==> src/core/hole_shear_defines.svh <==
`ifndef HOLE_SHEAR_DEFINES_SVH
`define HOLE_SHEAR_DEFINES_SVH

// ------------------------------------------------------------
// register byte offsets
// ------------------------------------------------------------
`define HS_OFF_CTRL 12'h000
`define HS_OFF_PART_LENGTH 12'h004
`define HS_OFF_HOLE_TARGET 12'h008
`define HS_OFF_CUT_OFFSET 12'h00c
`define HS_OFF_SHEAR_DET 12'h010
`define HS_OFF_MIN_SPACING 12'h014
`define HS_OFF_NO_HOLE_STOP 12'h018
`define HS_OFF_PART_QUANTITY 12'h01c
`define HS_OFF_STATUS 12'h020
`define HS_OFF_IRQ_STATUS 12'h024
`define HS_OFF_IRQ_MASK 12'h028
`define HS_OFF_POSITION 12'h02c

// ------------------------------------------------------------
// control register fields
// ------------------------------------------------------------
`define HS_CTRL_MODE_BIT 0
`define HS_CTRL_POL_BIT 1
`define HS_CTRL_START_BIT 2
`define HS_CTRL_STOP_BIT 3
`define HS_CTRL_CLR_FAULT_BIT 4

// ------------------------------------------------------------
// event bits, shared by irq status and irq mask
// ------------------------------------------------------------
`define HS_EVT_CUT_BIT 0
`define HS_EVT_MISSING_BIT 1
`define HS_EVT_ORDER_DONE_BIT 2
`define HS_EVT_COUNT 3

// ------------------------------------------------------------
// status register fields
// ------------------------------------------------------------
`define HS_STAT_STATE_LSB 0
`define HS_STAT_FAULT_BIT 3
`define HS_STAT_HOLES_LSB 8
`define HS_STAT_PARTS_LSB 16

// ------------------------------------------------------------
// reset values
// ------------------------------------------------------------
`define HS_RST_MODE 1'b0
`define HS_RST_POL 1'b0
`define HS_RST_IRQ_MASK 3'h0

`endif

==> src/core/hole_shear_pkg.sv <==
package hole_shear_pkg;

  typedef enum logic [2:0] {
    ST_IDLE  = 3'b000,
    ST_RUN   = 3'b001,
    ST_SHEAR = 3'b010,
    ST_FAULT = 3'b011
  } line_state_t;

  typedef enum logic {
    MODE_STANDARD = 1'b0,
    MODE_HOLE     = 1'b1
  } cut_mode_t;

  typedef enum logic {
    POL_ACTIVE_LOW  = 1'b0,
    POL_ACTIVE_HIGH = 1'b1
  } hole_pol_t;

endpackage

==> src/core/hole_count_shear_trigger.sv <==
`timescale 1ns/1ps
`include "hole_shear_defines.svh"

module hole_count_shear_trigger #(
  parameter int DW = 24,
  parameter int CW = 16
) (
  input wire logic pclk,
  input wire logic presetn,
  input wire logic psel,
  input wire logic penable,
  input wire logic pwrite,
  input wire logic [11:0] paddr,
  input wire logic [31:0] pwdata,
  output logic [31:0] prdata,
  output logic pready,
  output logic pslverr,
  input wire logic hole_in,
  input wire logic enc_step,
  input wire logic shear_done,
  output logic line_run,
  output logic shear_req,
  output logic irq
);

  // ------------------------------------------------------------
  // configuration registers
  // ------------------------------------------------------------
  hole_shear_pkg::cut_mode_t mode;
  hole_shear_pkg::hole_pol_t pol;
  logic [DW-1:0] part_length;
  logic [CW-1:0] hole_target;
  logic [DW-1:0] cut_offset;
  logic [DW-1:0] shear_det;
  logic [DW-1:0] min_spacing;
  logic [DW-1:0] no_hole_stop;
  logic [CW-1:0] part_quantity;
  logic [`HS_EVT_COUNT-1:0] irq_mask;

  // ------------------------------------------------------------
  // run state
  // ------------------------------------------------------------
  hole_shear_pkg::line_state_t state;
  hole_shear_pkg::line_state_t next_state;
  logic [DW-1:0] pos_since_cut;
  logic [DW-1:0] dist_since_hole;
  logic hole_seen;
  logic [CW-1:0] holes;
  logic [CW-1:0] parts;
  logic fault;

  // ------------------------------------------------------------
  // bus decode
  // ------------------------------------------------------------
  logic setup_ph;
  logic access_ph;
  logic wr_en;
  logic mapped;
  logic start_pulse;
  logic stop_pulse;
  logic clr_fault_pulse;
  logic irq_rd_clr;
  logic [`HS_EVT_COUNT-1:0] irq_status;
  logic [`HS_EVT_COUNT-1:0] evt_set;
  logic [31:0] rd_mux;

  assign setup_ph = psel & ~penable;
  assign access_ph = psel & penable;
  assign pready = 1'b1;

  // unmapped offsets answer with an error, writes to them are dropped
  always_comb begin
    case (paddr)
      `HS_OFF_CTRL, `HS_OFF_PART_LENGTH, `HS_OFF_HOLE_TARGET, `HS_OFF_CUT_OFFSET,
      `HS_OFF_SHEAR_DET, `HS_OFF_MIN_SPACING, `HS_OFF_NO_HOLE_STOP, `HS_OFF_PART_QUANTITY,
      `HS_OFF_STATUS, `HS_OFF_IRQ_STATUS, `HS_OFF_IRQ_MASK, `HS_OFF_POSITION: mapped = 1'b1;
      default: mapped = 1'b0;
    endcase
  end

  assign pslverr = access_ph & ~mapped;
  assign wr_en = access_ph & pwrite & mapped;

  // command bits of the control word act as one-cycle strobes
  assign start_pulse = wr_en & (paddr == `HS_OFF_CTRL) & pwdata[`HS_CTRL_START_BIT];
  assign stop_pulse = wr_en & (paddr == `HS_OFF_CTRL) & pwdata[`HS_CTRL_STOP_BIT];
  assign clr_fault_pulse = wr_en & (paddr == `HS_OFF_CTRL) & pwdata[`HS_CTRL_CLR_FAULT_BIT];
  assign irq_rd_clr = access_ph & ~pwrite & (paddr == `HS_OFF_IRQ_STATUS);

  // ------------------------------------------------------------
  // register writes
  // ------------------------------------------------------------
  // mode and polarity; polarity defaults to active-low
  always_ff @(posedge pclk or negedge presetn) begin
    if (!presetn) begin
      mode <= hole_shear_pkg::cut_mode_t'(`HS_RST_MODE);
      pol <= hole_shear_pkg::hole_pol_t'(`HS_RST_POL);
    end else if (wr_en && paddr == `HS_OFF_CTRL) begin
      mode <= hole_shear_pkg::cut_mode_t'(pwdata[`HS_CTRL_MODE_BIT]);
      pol <= hole_shear_pkg::hole_pol_t'(pwdata[`HS_CTRL_POL_BIT]);
    end
  end

  // distances and counts; changes while running take effect at once
  always_ff @(posedge pclk or negedge presetn) begin
    if (!presetn) begin
      part_length <= '0;
      hole_target <= '0;
      cut_offset <= '0;
      shear_det <= '0;
      min_spacing <= '0;
      no_hole_stop <= '0;
      part_quantity <= '0;
      irq_mask <= `HS_RST_IRQ_MASK;
    end else if (wr_en) begin
      case (paddr)
        `HS_OFF_PART_LENGTH: part_length <= pwdata[DW-1:0];
        `HS_OFF_HOLE_TARGET: hole_target <= pwdata[CW-1:0];
        `HS_OFF_CUT_OFFSET: cut_offset <= pwdata[DW-1:0];
        `HS_OFF_SHEAR_DET: shear_det <= pwdata[DW-1:0];
        `HS_OFF_MIN_SPACING: min_spacing <= pwdata[DW-1:0];
        `HS_OFF_NO_HOLE_STOP: no_hole_stop <= pwdata[DW-1:0];
        `HS_OFF_PART_QUANTITY: part_quantity <= pwdata[CW-1:0];
        `HS_OFF_IRQ_MASK: irq_mask <= pwdata[`HS_EVT_COUNT-1:0];
        default: ;
      endcase
    end
  end

  // ------------------------------------------------------------
  // hole detection and qualification
  // ------------------------------------------------------------
  logic hole_onset;
  logic lockout;
  logic hole_count_en;
  logic holes_reached;
  logic step;

  hole_edge_detect u_edge (
    .pclk(pclk),
    .presetn(presetn),
    .hole_in(hole_in),
    .pol(pol),
    .hole_onset(hole_onset)
  );

  // travel only counts while the line is commanded to run
  assign step = enc_step & (state == hole_shear_pkg::ST_RUN);

  // a second edge inside the spacing window is the same hole seen again
  assign lockout = hole_seen & (dist_since_hole < min_spacing);
  assign holes_reached = (holes >= hole_target);
  assign hole_count_en = hole_onset & (state == hole_shear_pkg::ST_RUN)
                         & (mode == hole_shear_pkg::MODE_HOLE) & ~lockout & ~holes_reached;

  // ------------------------------------------------------------
  // cut point and missing-hole check
  // ------------------------------------------------------------
  logic [DW:0] hole_cut_dist;
  logic [DW:0] missing_len;
  logic cut_point;
  logic missing_hole;
  logic last_part;

  // the last hole reaches the blade after the detector distance, then offset
  assign hole_cut_dist = {1'b0, shear_det} + {1'b0, cut_offset};
  assign missing_len = {1'b0, pos_since_cut} + {1'b0, shear_det};

  always_comb begin
    if (mode == hole_shear_pkg::MODE_HOLE) begin
      cut_point = holes_reached & hole_seen & ({1'b0, dist_since_hole} >= hole_cut_dist);
    end else begin
      cut_point = (pos_since_cut >= part_length);
    end
  end

  // hole_target of zero never trips: there is nothing to wait for
  assign missing_hole = (mode == hole_shear_pkg::MODE_HOLE) & ~holes_reached
                        & (missing_len > {1'b0, no_hole_stop});
  assign last_part = (parts + {{(CW-1){1'b0}}, 1'b1}) >= part_quantity;

  // ------------------------------------------------------------
  // sequencer
  // ------------------------------------------------------------
  // fault has priority over a cut found in the same cycle
  always_comb begin
    next_state = state;
    case (state)
      hole_shear_pkg::ST_IDLE: begin
        if (start_pulse && part_quantity != '0) begin
          next_state = hole_shear_pkg::ST_RUN;
        end
      end
      hole_shear_pkg::ST_RUN: begin
        if (stop_pulse) begin
          next_state = hole_shear_pkg::ST_IDLE;
        end else if (missing_hole) begin
          next_state = hole_shear_pkg::ST_FAULT;
        end else if (cut_point) begin
          next_state = hole_shear_pkg::ST_SHEAR;
        end
      end
      hole_shear_pkg::ST_SHEAR: begin
        if (shear_done) begin
          next_state = (last_part || stop_pulse) ? hole_shear_pkg::ST_IDLE : hole_shear_pkg::ST_RUN;
        end
      end
      hole_shear_pkg::ST_FAULT: begin
        if (clr_fault_pulse) begin
          next_state = hole_shear_pkg::ST_IDLE;
        end
      end
      default: next_state = hole_shear_pkg::ST_IDLE;
    endcase
  end

  always_ff @(posedge pclk or negedge presetn) begin
    if (!presetn) begin
      state <= hole_shear_pkg::ST_IDLE;
    end else begin
      state <= next_state;
    end
  end

  // line drive and press request as registered outputs
  always_ff @(posedge pclk or negedge presetn) begin
    if (!presetn) begin
      line_run <= 1'b0;
      shear_req <= 1'b0;
    end else begin
      line_run <= (next_state == hole_shear_pkg::ST_RUN);
      shear_req <= (next_state == hole_shear_pkg::ST_SHEAR);
    end
  end

  // fault holds until software clears it
  always_ff @(posedge pclk or negedge presetn) begin
    if (!presetn) begin
      fault <= 1'b0;
    end else if (state == hole_shear_pkg::ST_RUN && next_state == hole_shear_pkg::ST_FAULT) begin
      fault <= 1'b1;
    end else if (clr_fault_pulse) begin
      fault <= 1'b0;
    end
  end

  // ------------------------------------------------------------
  // position tracking
  // ------------------------------------------------------------
  logic cut_finish;
  assign cut_finish = (state == hole_shear_pkg::ST_SHEAR) & shear_done;

  // counters saturate rather than wrap, so a long run cannot fake a short one
  always_ff @(posedge pclk or negedge presetn) begin
    if (!presetn) begin
      pos_since_cut <= '0;
    end else if (cut_finish || start_pulse) begin
      pos_since_cut <= '0;
    end else if (step && pos_since_cut != '1) begin
      pos_since_cut <= pos_since_cut + {{(DW-1){1'b0}}, 1'b1};
    end
  end

  always_ff @(posedge pclk or negedge presetn) begin
    if (!presetn) begin
      dist_since_hole <= '0;
      hole_seen <= 1'b0;
    end else if (cut_finish || start_pulse) begin
      dist_since_hole <= '0;
      hole_seen <= 1'b0;
    end else if (hole_count_en) begin
      dist_since_hole <= '0;
      hole_seen <= 1'b1;
    end else if (step && dist_since_hole != '1) begin
      dist_since_hole <= dist_since_hole + {{(DW-1){1'b0}}, 1'b1};
    end
  end

  // ------------------------------------------------------------
  // hole and part counters
  // ------------------------------------------------------------
  always_ff @(posedge pclk or negedge presetn) begin
    if (!presetn) begin
      holes <= '0;
    end else if (cut_finish || start_pulse) begin
      holes <= '0;
    end else if (hole_count_en) begin
      holes <= holes + {{(CW-1){1'b0}}, 1'b1};
    end
  end

  always_ff @(posedge pclk or negedge presetn) begin
    if (!presetn) begin
      parts <= '0;
    end else if (start_pulse && state == hole_shear_pkg::ST_IDLE) begin
      parts <= '0;
    end else if (cut_finish) begin
      parts <= parts + {{(CW-1){1'b0}}, 1'b1};
    end
  end

  // ------------------------------------------------------------
  // interrupt events
  // ------------------------------------------------------------
  assign evt_set[`HS_EVT_CUT_BIT] = cut_finish;
  assign evt_set[`HS_EVT_MISSING_BIT] = (state == hole_shear_pkg::ST_RUN)
                                        & (next_state == hole_shear_pkg::ST_FAULT);
  assign evt_set[`HS_EVT_ORDER_DONE_BIT] = cut_finish & last_part;

  genvar gi;
  generate
    for (gi = 0; gi < `HS_EVT_COUNT; gi++) begin : g_evt
      sticky_event u_evt (
        .pclk(pclk),
        .presetn(presetn),
        .set(evt_set[gi]),
        .clr(irq_rd_clr),
        .flag(irq_status[gi])
      );
    end
  endgenerate

  assign irq = |(irq_status & irq_mask);

  // ------------------------------------------------------------
  // read path
  // ------------------------------------------------------------
  always_comb begin
    rd_mux = 32'h0000_0000;
    case (paddr)
      `HS_OFF_CTRL: begin
        rd_mux[`HS_CTRL_MODE_BIT] = mode;
        rd_mux[`HS_CTRL_POL_BIT] = pol;
      end
      `HS_OFF_PART_LENGTH: rd_mux[DW-1:0] = part_length;
      `HS_OFF_HOLE_TARGET: rd_mux[CW-1:0] = hole_target;
      `HS_OFF_CUT_OFFSET: rd_mux[DW-1:0] = cut_offset;
      `HS_OFF_SHEAR_DET: rd_mux[DW-1:0] = shear_det;
      `HS_OFF_MIN_SPACING: rd_mux[DW-1:0] = min_spacing;
      `HS_OFF_NO_HOLE_STOP: rd_mux[DW-1:0] = no_hole_stop;
      `HS_OFF_PART_QUANTITY: rd_mux[CW-1:0] = part_quantity;
      `HS_OFF_STATUS: begin
        rd_mux[`HS_STAT_STATE_LSB +: 3] = state;
        rd_mux[`HS_STAT_FAULT_BIT] = fault;
        rd_mux[`HS_STAT_HOLES_LSB +: 8] = holes[7:0];
        rd_mux[`HS_STAT_PARTS_LSB +: CW] = parts;
      end
      `HS_OFF_IRQ_STATUS: rd_mux[`HS_EVT_COUNT-1:0] = irq_status;
      `HS_OFF_IRQ_MASK: rd_mux[`HS_EVT_COUNT-1:0] = irq_mask;
      `HS_OFF_POSITION: rd_mux[DW-1:0] = pos_since_cut;
      default: rd_mux = 32'h0000_0000;
    endcase
  end

  // sampled in the setup cycle so the access cycle sees a flopped value
  always_ff @(posedge pclk or negedge presetn) begin
    if (!presetn) begin
      prdata <= 32'h0000_0000;
    end else if (setup_ph && !pwrite) begin
      prdata <= rd_mux;
    end
  end

endmodule

==> src/core/hole_edge_detect.sv <==
`timescale 1ns/1ps

// ------------------------------------------------------------
// hole input polarity and onset detection
// ------------------------------------------------------------
module hole_edge_detect (
  input wire logic pclk,
  input wire logic presetn,
  input wire logic hole_in,
  input wire hole_shear_pkg::hole_pol_t pol,
  output logic hole_onset
);

  logic active;
  logic active_q;

  // active-low counts the input tied to common
  assign active = (pol == hole_shear_pkg::POL_ACTIVE_HIGH) ? hole_in : ~hole_in;

  // previous level; reset as inactive so a held level at start is one hole
  always_ff @(posedge pclk or negedge presetn) begin
    if (!presetn) begin
      active_q <= 1'b0;
    end else begin
      active_q <= active;
    end
  end

  assign hole_onset = active & ~active_q;

endmodule

==> src/core/sticky_event.sv <==
`timescale 1ns/1ps

// ------------------------------------------------------------
// sticky event bit, cleared by a read, set beats clear
// ------------------------------------------------------------
module sticky_event (
  input wire logic pclk,
  input wire logic presetn,
  input wire logic set,
  input wire logic clr,
  output logic flag
);

  // set tested first so a same-cycle event is kept
  always_ff @(posedge pclk or negedge presetn) begin
    if (!presetn) begin
      flag <= 1'b0;
    end else if (set) begin
      flag <= 1'b1;
    end else if (clr) begin
      flag <= 1'b0;
    end
  end

endmodule

==> config.mk <==
export PLATFORM = sky130hd
export DESIGN_NAME = hole_count_shear_trigger
export DESIGN_NICKNAME = d
export VERILOG_FILES = /design/src/core/hole_shear_pkg.sv /design/src/core/hole_count_shear_trigger.sv /design/src/core/hole_edge_detect.sv /design/src/core/sticky_event.sv
export VERILOG_INCLUDE_DIRS = /design/src /design/src/core
export SDC_FILE = /design/constraint.sdc
export NUM_CORES = 1
export LEC_CHECK = 0
export BUFFER_PORTS_ARGS = -buffer_cell sky130_fd_sc_hd__buf_2
export CAP_MARGIN = 30
export CORE_UTILIZATION = 50
export CTS_BUF_LIST = sky130_fd_sc_hd__clkbuf_8
export DETAILED_ROUTE_END_ITERATION = 7
export PLACE_DENSITY = 0.7
export SETUP_SLACK_MARGIN = 0.2
export SLEW_MARGIN = 20
export SYNTH_ARGS = -nofsm -noshare
export SYNTH_HDL_FRONTEND = slang
export SYNTH_SLANG_ARGS = --single-unit
==> constraint.sdc <==
create_clock -name pclk -period 3.9 [get_ports pclk]
set_clock_uncertainty 0.2 [all_clocks]
set_input_delay 0.78 -clock pclk [delete_from_list [all_inputs] [get_ports pclk]]
set_output_delay 0.78 -clock pclk [all_outputs]
set_load 0.02 [all_outputs]
After elaboration in Yosys (flattened, before gate mapping)
Cells that the tools add are included.
{"block": "op_classes", "addsub": 6, "magnitude_cmp": 6, "eq_ne": 19, "muxes": 35, "n_bitwise": 33, "n_reduce_logical": 31}
{"op": "2-to-1 mux 24 bit", "count": 5}
{"op": "one-hot mux 8 bit (9 select lines)", "count": 1}
{"op": "2-to-1 mux 16 bit", "count": 4}
{"op": "one-hot mux 8 bit (7 select lines)", "count": 1}
{"op": "adder 24 x 24 -> 25 bit", "count": 2}
{"op": "adder 24 x 1 -> 24 bit, second input constant", "count": 2}
{"op": "== test 12 x 5 -> 1 bit, second input constant", "count": 4}
{"op": "== test 12 x 6 -> 1 bit, second input constant", "count": 4}
{"op": "inequality test 24 bit, second input constant", "count": 2}
{"op": "adder 16 x 1 -> 16 bit, second input constant", "count": 2}
{"op": "greater-or-equal comparator 16 bit", "count": 2}
{"op": "one-hot mux 4 bit (8 select lines)", "count": 1}
{"op": "bitwise AND 1 bit", "count": 25}
{"op": "greater-or-equal comparator 24 x 25 -> 1 bit", "count": 1}
{"op": "> comparator 25 x 24 -> 1 bit", "count": 1}
{"op": "== test 12 x 4 -> 1 bit, second input constant", "count": 2}
{"op": "greater-or-equal comparator 24 bit", "count": 1}
{"op": "< comparator 24 bit", "count": 1}
{"op": "one-hot mux 2 bit (12 select lines)", "count": 1}
{"op": "2-to-1 mux 3 bit", "count": 6}
{"op": "AND reduction 2 bit", "count": 8}
{"op": "nonzero test 16 bit", "count": 1}
{"op": "nonzero test 2 bit", "count": 7}
{"op": "== test 12 x 3 -> 1 bit, second input constant", "count": 1}
{"op": "17 further kinds", "count": 45}
{"block": "totals", "regBits": 280, "inputBits": 52, "output_inout_bits": 37}

Depth between registers and ports, before layout
{"block": "depth", "ltp_word": 13, "depth_mapped": 22, "depth_no_buf": 22}

Hierarchy
A second synthesis with hierarchy kept.
{"block": "hier_totals", "cells_unflattened": 1992, "hier_area_um2": 18295.0}
{"mod": "hole_count_shear_trigger", "instances": 1, "cells_each": 1980, "area_each_um2": 18143.7}
{"mod": "sticky_event", "instances": 3, "cells_each": 3, "area_each_um2": 36.3}
{"mod": "hole_edge_detect", "instances": 1, "cells_each": 3, "area_each_um2": 42.5}

Least setup slack after synthesis
No wires, ideal clock.
{"block": "synth_timing", "path_type": "reg2reg", "startpoint": "register pos_since_cut[0]", "endpoint": "register shear_req", "setup_time_ps": 73, "arrival_ps": 3831, "path_slack_ps": -204, "path_stages_with_launch": 22, "path_buffers": 0, "cell_sequence": "dfrtp_1 > ha_1 > inv_1 > fa_1 > nor2b_1 > o31a_1 > o21bai_1 > nand3_1 > nand2_1 > nor2_1 > o21ai_0 > a311o_1 > xnor2_1 > ha_1 > nand3_1 > nor4_1 > and3_1 > or3_1 > o211ai_1 > o211ai_1 > a31oi_1 > nor2b_1"}
{"block": "synth_between", "elab_chain_len": 7, "elab_cells_between_ends": 10, "classes_between": "add/sub: 1; order compare: 2; eq/ne: 1; mux: 5; bitwise: 1"}
{"item": "start, declared", "line_no": "hole_count_shear_trigger.sv:45", "text": "logic [DW-1:0] pos_since_cut;"}
{"item": "start signal, assigned", "line_no": "hole_count_shear_trigger.sv:260", "text": "pos_since_cut <= pos_since_cut + {{(DW-1){1'b0}}, 1'b1};"}
{"item": "adder 24 x 24 -> 25 bit / greater-or-equal comparator 24 bit (equally long branches)", "line_no": "hole_count_shear_trigger.sv:167, hole_count_shear_trigger.sv:173"}
{"item": "> comparator 25 x 24 -> 1 bit / 2-to-1 mux 1 bit (equally long branches)", "line_no": "hole_count_shear_trigger.sv:179, hole_count_shear_trigger.sv:170"}
{"item": "bitwise AND 1 bit / 2-to-1 mux 3 bit (equally long branches)", "line_no": "hole_count_shear_trigger.sv:179, hole_count_shear_trigger.sv:199"}
{"item": "2-to-1 mux 3 bit *", "line_no": "hole_count_shear_trigger.sv:197", "text": "end else if (missing_hole) begin"}
{"item": "2-to-1 mux 3 bit *", "line_no": "hole_count_shear_trigger.sv:195", "text": "if (stop_pulse) begin"}
{"item": "one-hot mux 3 bit (4 select lines) *", "line_no": "hole_count_shear_trigger.sv:188", "text": "case (state)"}
{"item": "named net next_state[1]", "line_no": "hole_count_shear_trigger.sv:44", "text": "hole_shear_pkg::line_state_t next_state;"}
{"item": "== test 3 x 2 -> 1 bit *", "line_no": "hole_count_shear_trigger.sv:232", "text": "shear_req <= (next_state == hole_shear_pkg::ST_SHEAR);"}
{"item": "end signal, assigned", "line_no": "hole_count_shear_trigger.sv:232"}
{"item": "end, declared", "line_no": "hole_count_shear_trigger.sv:22", "text": "output logic shear_req,"}
Mark *: on every way through the listed nets, which the timed path passes. The rest lies on a longest branch.
A chain may end at the register's enable or synchronous reset.

Worst setup path after layout
{"block": "layout_timing", "startpoint": "register shear_det[0]", "endpoint": "register shear_req"}
{"block": "layout_between", "elab_chain_len": 9, "elab_cells_between_ends": 12, "classes_between": "add/sub: 2; order compare: 2; eq/ne: 1; mux: 5; bitwise: 2"}
{"item": "start, declared", "line_no": "hole_count_shear_trigger.sv:34", "text": "logic [DW-1:0] shear_det;"}
{"item": "start signal, assigned", "line_no": "hole_count_shear_trigger.sv:120", "text": "`HS_OFF_SHEAR_DET: shear_det <= pwdata[DW-1:0];"}
{"item": "adder 24 x 24 -> 25 bit", "line_no": "hole_count_shear_trigger.sv:166", "text": "assign hole_cut_dist = {1'b0, shear_det} + {1'b0, cut_offset};"}
{"item": "greater-or-equal comparator 24 x 25 -> 1 bit", "line_no": "hole_count_shear_trigger.sv:171", "text": "cut_point = holes_reached & hole_seen & ({1'b0, dist_since_hole} >= hole_cut_dist);"}
{"item": "bitwise AND 1 bit", "line_no": "hole_count_shear_trigger.sv:171"}
{"item": "2-to-1 mux 1 bit", "line_no": "hole_count_shear_trigger.sv:170", "text": "if (mode == hole_shear_pkg::MODE_HOLE) begin"}
{"item": "2-to-1 mux 3 bit", "line_no": "hole_count_shear_trigger.sv:199", "text": "end else if (cut_point) begin"}
{"item": "2-to-1 mux 3 bit *", "line_no": "hole_count_shear_trigger.sv:197"}
{"item": "2-to-1 mux 3 bit *", "line_no": "hole_count_shear_trigger.sv:195"}
{"item": "one-hot mux 3 bit (4 select lines) *", "line_no": "hole_count_shear_trigger.sv:188"}
{"item": "named net next_state[1]", "line_no": "hole_count_shear_trigger.sv:44"}
{"item": "== test 3 x 2 -> 1 bit *", "line_no": "hole_count_shear_trigger.sv:232"}
Marks and branches as above.

==> metrics.md <==
| Metric | Value |
|---|---|
| Outcome | finished, violations left |
| Failing checks | setup timing |
| Antenna-violating nets left | 0 |
| FP Rows | 69 |
| Clk_lat worst skew | 650 ps |
| Worst Tran Pin Value | 786 ps |
| Initial antenna violation count | 1 |
| DP HPWL | between 40,000 and 50,000 µm |
| Final non-filler cell total | 2,710 |
| Final hold vios | 0 |
| Vias post-DR | approximately 16k |
| Arr. time, crit path | between 4000 and 5000 ps |
| Worst vdd ir | 0.333 mV |
| RSZ-0062 raised after global routing | yes |
| Final setup viols | 6 |
| Post-synth top cells | 280 x dfrtp_1, 224 x nand2_1, 179 x ha_1 |
| Vias in the first global route | between 15k and 20k |
| Die Area | 36,800 µm² |
| Nets | 2,448 |
| Worst R2R Path Depth | 22 |
| Hold Path Class | in -> reg |
| Core Area | 35,500 µm² |
| Leading post-synthesis cells by cell area | dfrtp_1 39%, ha_1 12%, nand2_1 4.7%, o21ai_0 4.1%, xor2_1 3.6% |
| Starting Density | about half |
| CTS Buf Count | 51 |
| Fin crit share | 114% |
| I/O pins | 89 |
| Die height | between 150 and 200 µm |
| Final min period | 4460 ps |
| Post-route setup slack | -556 ps |
| Placed instance count | 2,601 |
| Area growth syn-to-layout | 20.5% |
| Number of cells on the worst hold path | 2 |
| Ys async rst share | 100% |
| GP Congestion | 0.975 |
| Top Metal Used | met5 |
| Largest net degree at the start of global routing | 69 |
| Post-synthesis sequential area ratio | 38.9% |
| CP Class | reg -> reg |
| Worst hold start | hole_in |
| Relative slew slack | between 40% and 50% |
| Pwr dens | 290 nW/µm² |
| Routed WL per cell | roughly 22 µm |
| Synth Instances | 1,963 |
| Post-synth EDFFs | 0 |
| Count leader, synth | dfrtp_1 |
| Main synth FF type | dfrtp_1 |
| Syn. warnings | 0 |
| Clock sink count | 280 |
| Drt pass-1 iters | 8 |
| Critical Path Fanout Max | 4 |
| Hold_ws | 153 ps |
| Reg2reg end | shear_req |
| Unique masters post-synth | 78 |
| Gr usage total | about a third |
| Worst R2R Setup Slack | -560 ps |
| Critical Path RT | 4280 ps |
| Deepest clock path buffer count | 3 |
| Global route overflow | 0 |
| Startpoint Class | register |
| Die width | 192 µm |
| Crit end category | register |
| Worst-path clk slew | 60 ps |
| Yosys reg bits | 280 |
| Htree depth | 2 |
| Max Fclk | 0.224 GHz |
| Worst Hold End | u_edge.active_q |
| WL final | between 50,000 and 60,000 µm |
| Max-cap violations | 0 |
| Fill count | 3,019 |
| Final slew viol count | 0 |
| Reg-to-reg startpoint | shear_det[0] |
| Post-synth top area share | 38.9% |
| Vias per Instance | 5.99 |
| Lkg Pwr | approximately 0.011 µW |
| PortBufs | between 70 and 80 |
| Synthesized cell area | between 15,000 and 20,000 µm² |
| Largest area contributor in the netlist | dfrtp_1 |
| Wl on met1 | 25,500 µm |
| Global-route wire length before repair | slightly above 90,000 µm |
| Met3 routed WL | 5120 µm |
| Ant diodes | 0 |
| Share of cells above drive strength 1 | 22.1% |
| Mean Syn Cell Area | 9.18 µm² |
| CTS tree | yes |
| DR WL met2 | 26,800 µm |
| Drt first-iter violations | 1,707 |
| CTS root buffer | clkbuf_8 |
| Number of remaining DRC errors | 0 |
| Syn_nets | 2,196 |
-- timing repair --
item	CTS	global route
setup endpoints to repair	6	7
hold buffers	1	0
endpoints found under the hold margin	63	0
setup buffers	14	7
pin swaps	27	33
gates cloned	0	0
gates resized for setup	34	27
-- kinds of logic (layout without fill, tap and decap cells) --
kind of cell / count (synthesis) / after routing / synth area share [%]
adder cells (fa/ha/maj): 181 / 181 / 12.6
flip-flops: 280 / 280 / 38.9
AND/OR/NAND/NOR: 620 / 620 / 16.3
other: 2 / 2 / 0.0417
AO/OA/AOI/OAI: 473 / 473 / 17.1
buffers and inverters: 210 / 496 / 4.59
multiplexers: 69 / 69 / 4.23
XOR/XNOR: 128 / 128 / 6.22
-- registers in the layout, summed over array words and instances, names as in the netlist, 3 cells and up --
register / cells
prdata: 32
cut_offset: 24
dist_since_hole: 24
min_spacing: 24
no_hole_stop: 24
part_length: 24
pos_since_cut: 24
shear_det: 24
hole_target: 16
holes: 16
part_quantity: 16
parts: 16
g_evt.u_evt.flag: 3
irq_mask: 3
state: 3
-- report_power, final --
group          internal [µW]  switching, µW
clock                   1760           1320
sequential              2930           10.6
combinational           65.3            203
-- area by class of cell --
class	instances	area [µm²]	area share, %
tap	461	577	2.65
multi-input combinational	1473	10500	48.4
inverter	129	484	2.23
timing repair buffer	280	2040	9.39
sequential	280	7010	32.3
clock buffer	62	853	3.93
clock inverter	25	248	1.14
-- per-layer routing --
layer | GRT usage (%) | up-vias
met5 | 0 | -
met4 | 12.2 | 2
met3 | 7.60 | 127
met2 | 52.3 | 630
met1 | 44.4 | 7954
li1 | - | 7508
-- worst max-delay path, stage by stage (launching register included) --
cell	delay, ps
dfrtp_1	410
ha_2	220
inv_2	40
fa_2	340
nor2b_2	140
o31a_1	180
o21bai_2	120
nand3_2	90
a31oi_1	80
o21bai_1	230
nor4bb_2	280
a21oi_1	100
xor2_1	170
ha_1	340
nand2_1	110
nor4_2	50
and3_1	180
or3_1	310
o211ai_1	210
o211ai_1	110
buf_4	170
a31oi_2	160
nor2b_1	150
-- metrics by stage --
| step | instance area [µm²] | total power, µW | setup WS [ps] | utilization [%] | setup TNS, ps |
|---|---|---|---|---|---|
| 3_3_place_gp | 20200 | 3250 | -548 | 56.9 | -2800 |
| 2_1_floorplan | 18100 | 3080 | -111 | - | -195 |
| 6_report | 21700 | 6290 | -556 | 61.2 | -2860 |
| 5_1_grt | 21700 | 6480 | -764 | 61.2 | -3900 |
| 3_5_place_dp | 20200 | 3250 | -621 | 56.9 | -3350 |
| 4_1_cts | 21600 | 6340 | -380 | 60.8 | -1920 |
-- placed cells by master (no fill, tap or decap), types with 28 or more instances in the layout --
cell type  instances
a21o_1            46
a21oi_1           76
buf_4            188
dfrtp_1          278
nand2_1          221
mux2_2            53
ha_1             172
nand4_1           35
o21ai_0          142
nor2_1           150
inv_1            138
a221oi_1          33
xor2_1            75
nand3_1           63
o21ai_1           28
clkbuf_8          62
buf_2             78
xnor2_1           53
-- how the worst max path moves through the flow --
| stage | start | to | slack, ps | cells past startpoint |
|---|---|---|---|---|
| detailed placement | shear_det[0] | fault | -620 | 22 |
| global route | shear_det[0] | fault | -760 | 24 |
| floorplan | pos_since_cut[4] | shear_req | -110 | 18 |
| global placement | shear_det[0] | shear_req | -550 | 19 |
| finish | shear_det[0] | shear_req | -560 | 22 |
| CTS | shear_det[4] | shear_req | -380 | 19 |
No activity file was read; power rests on OpenSTA's default activity.
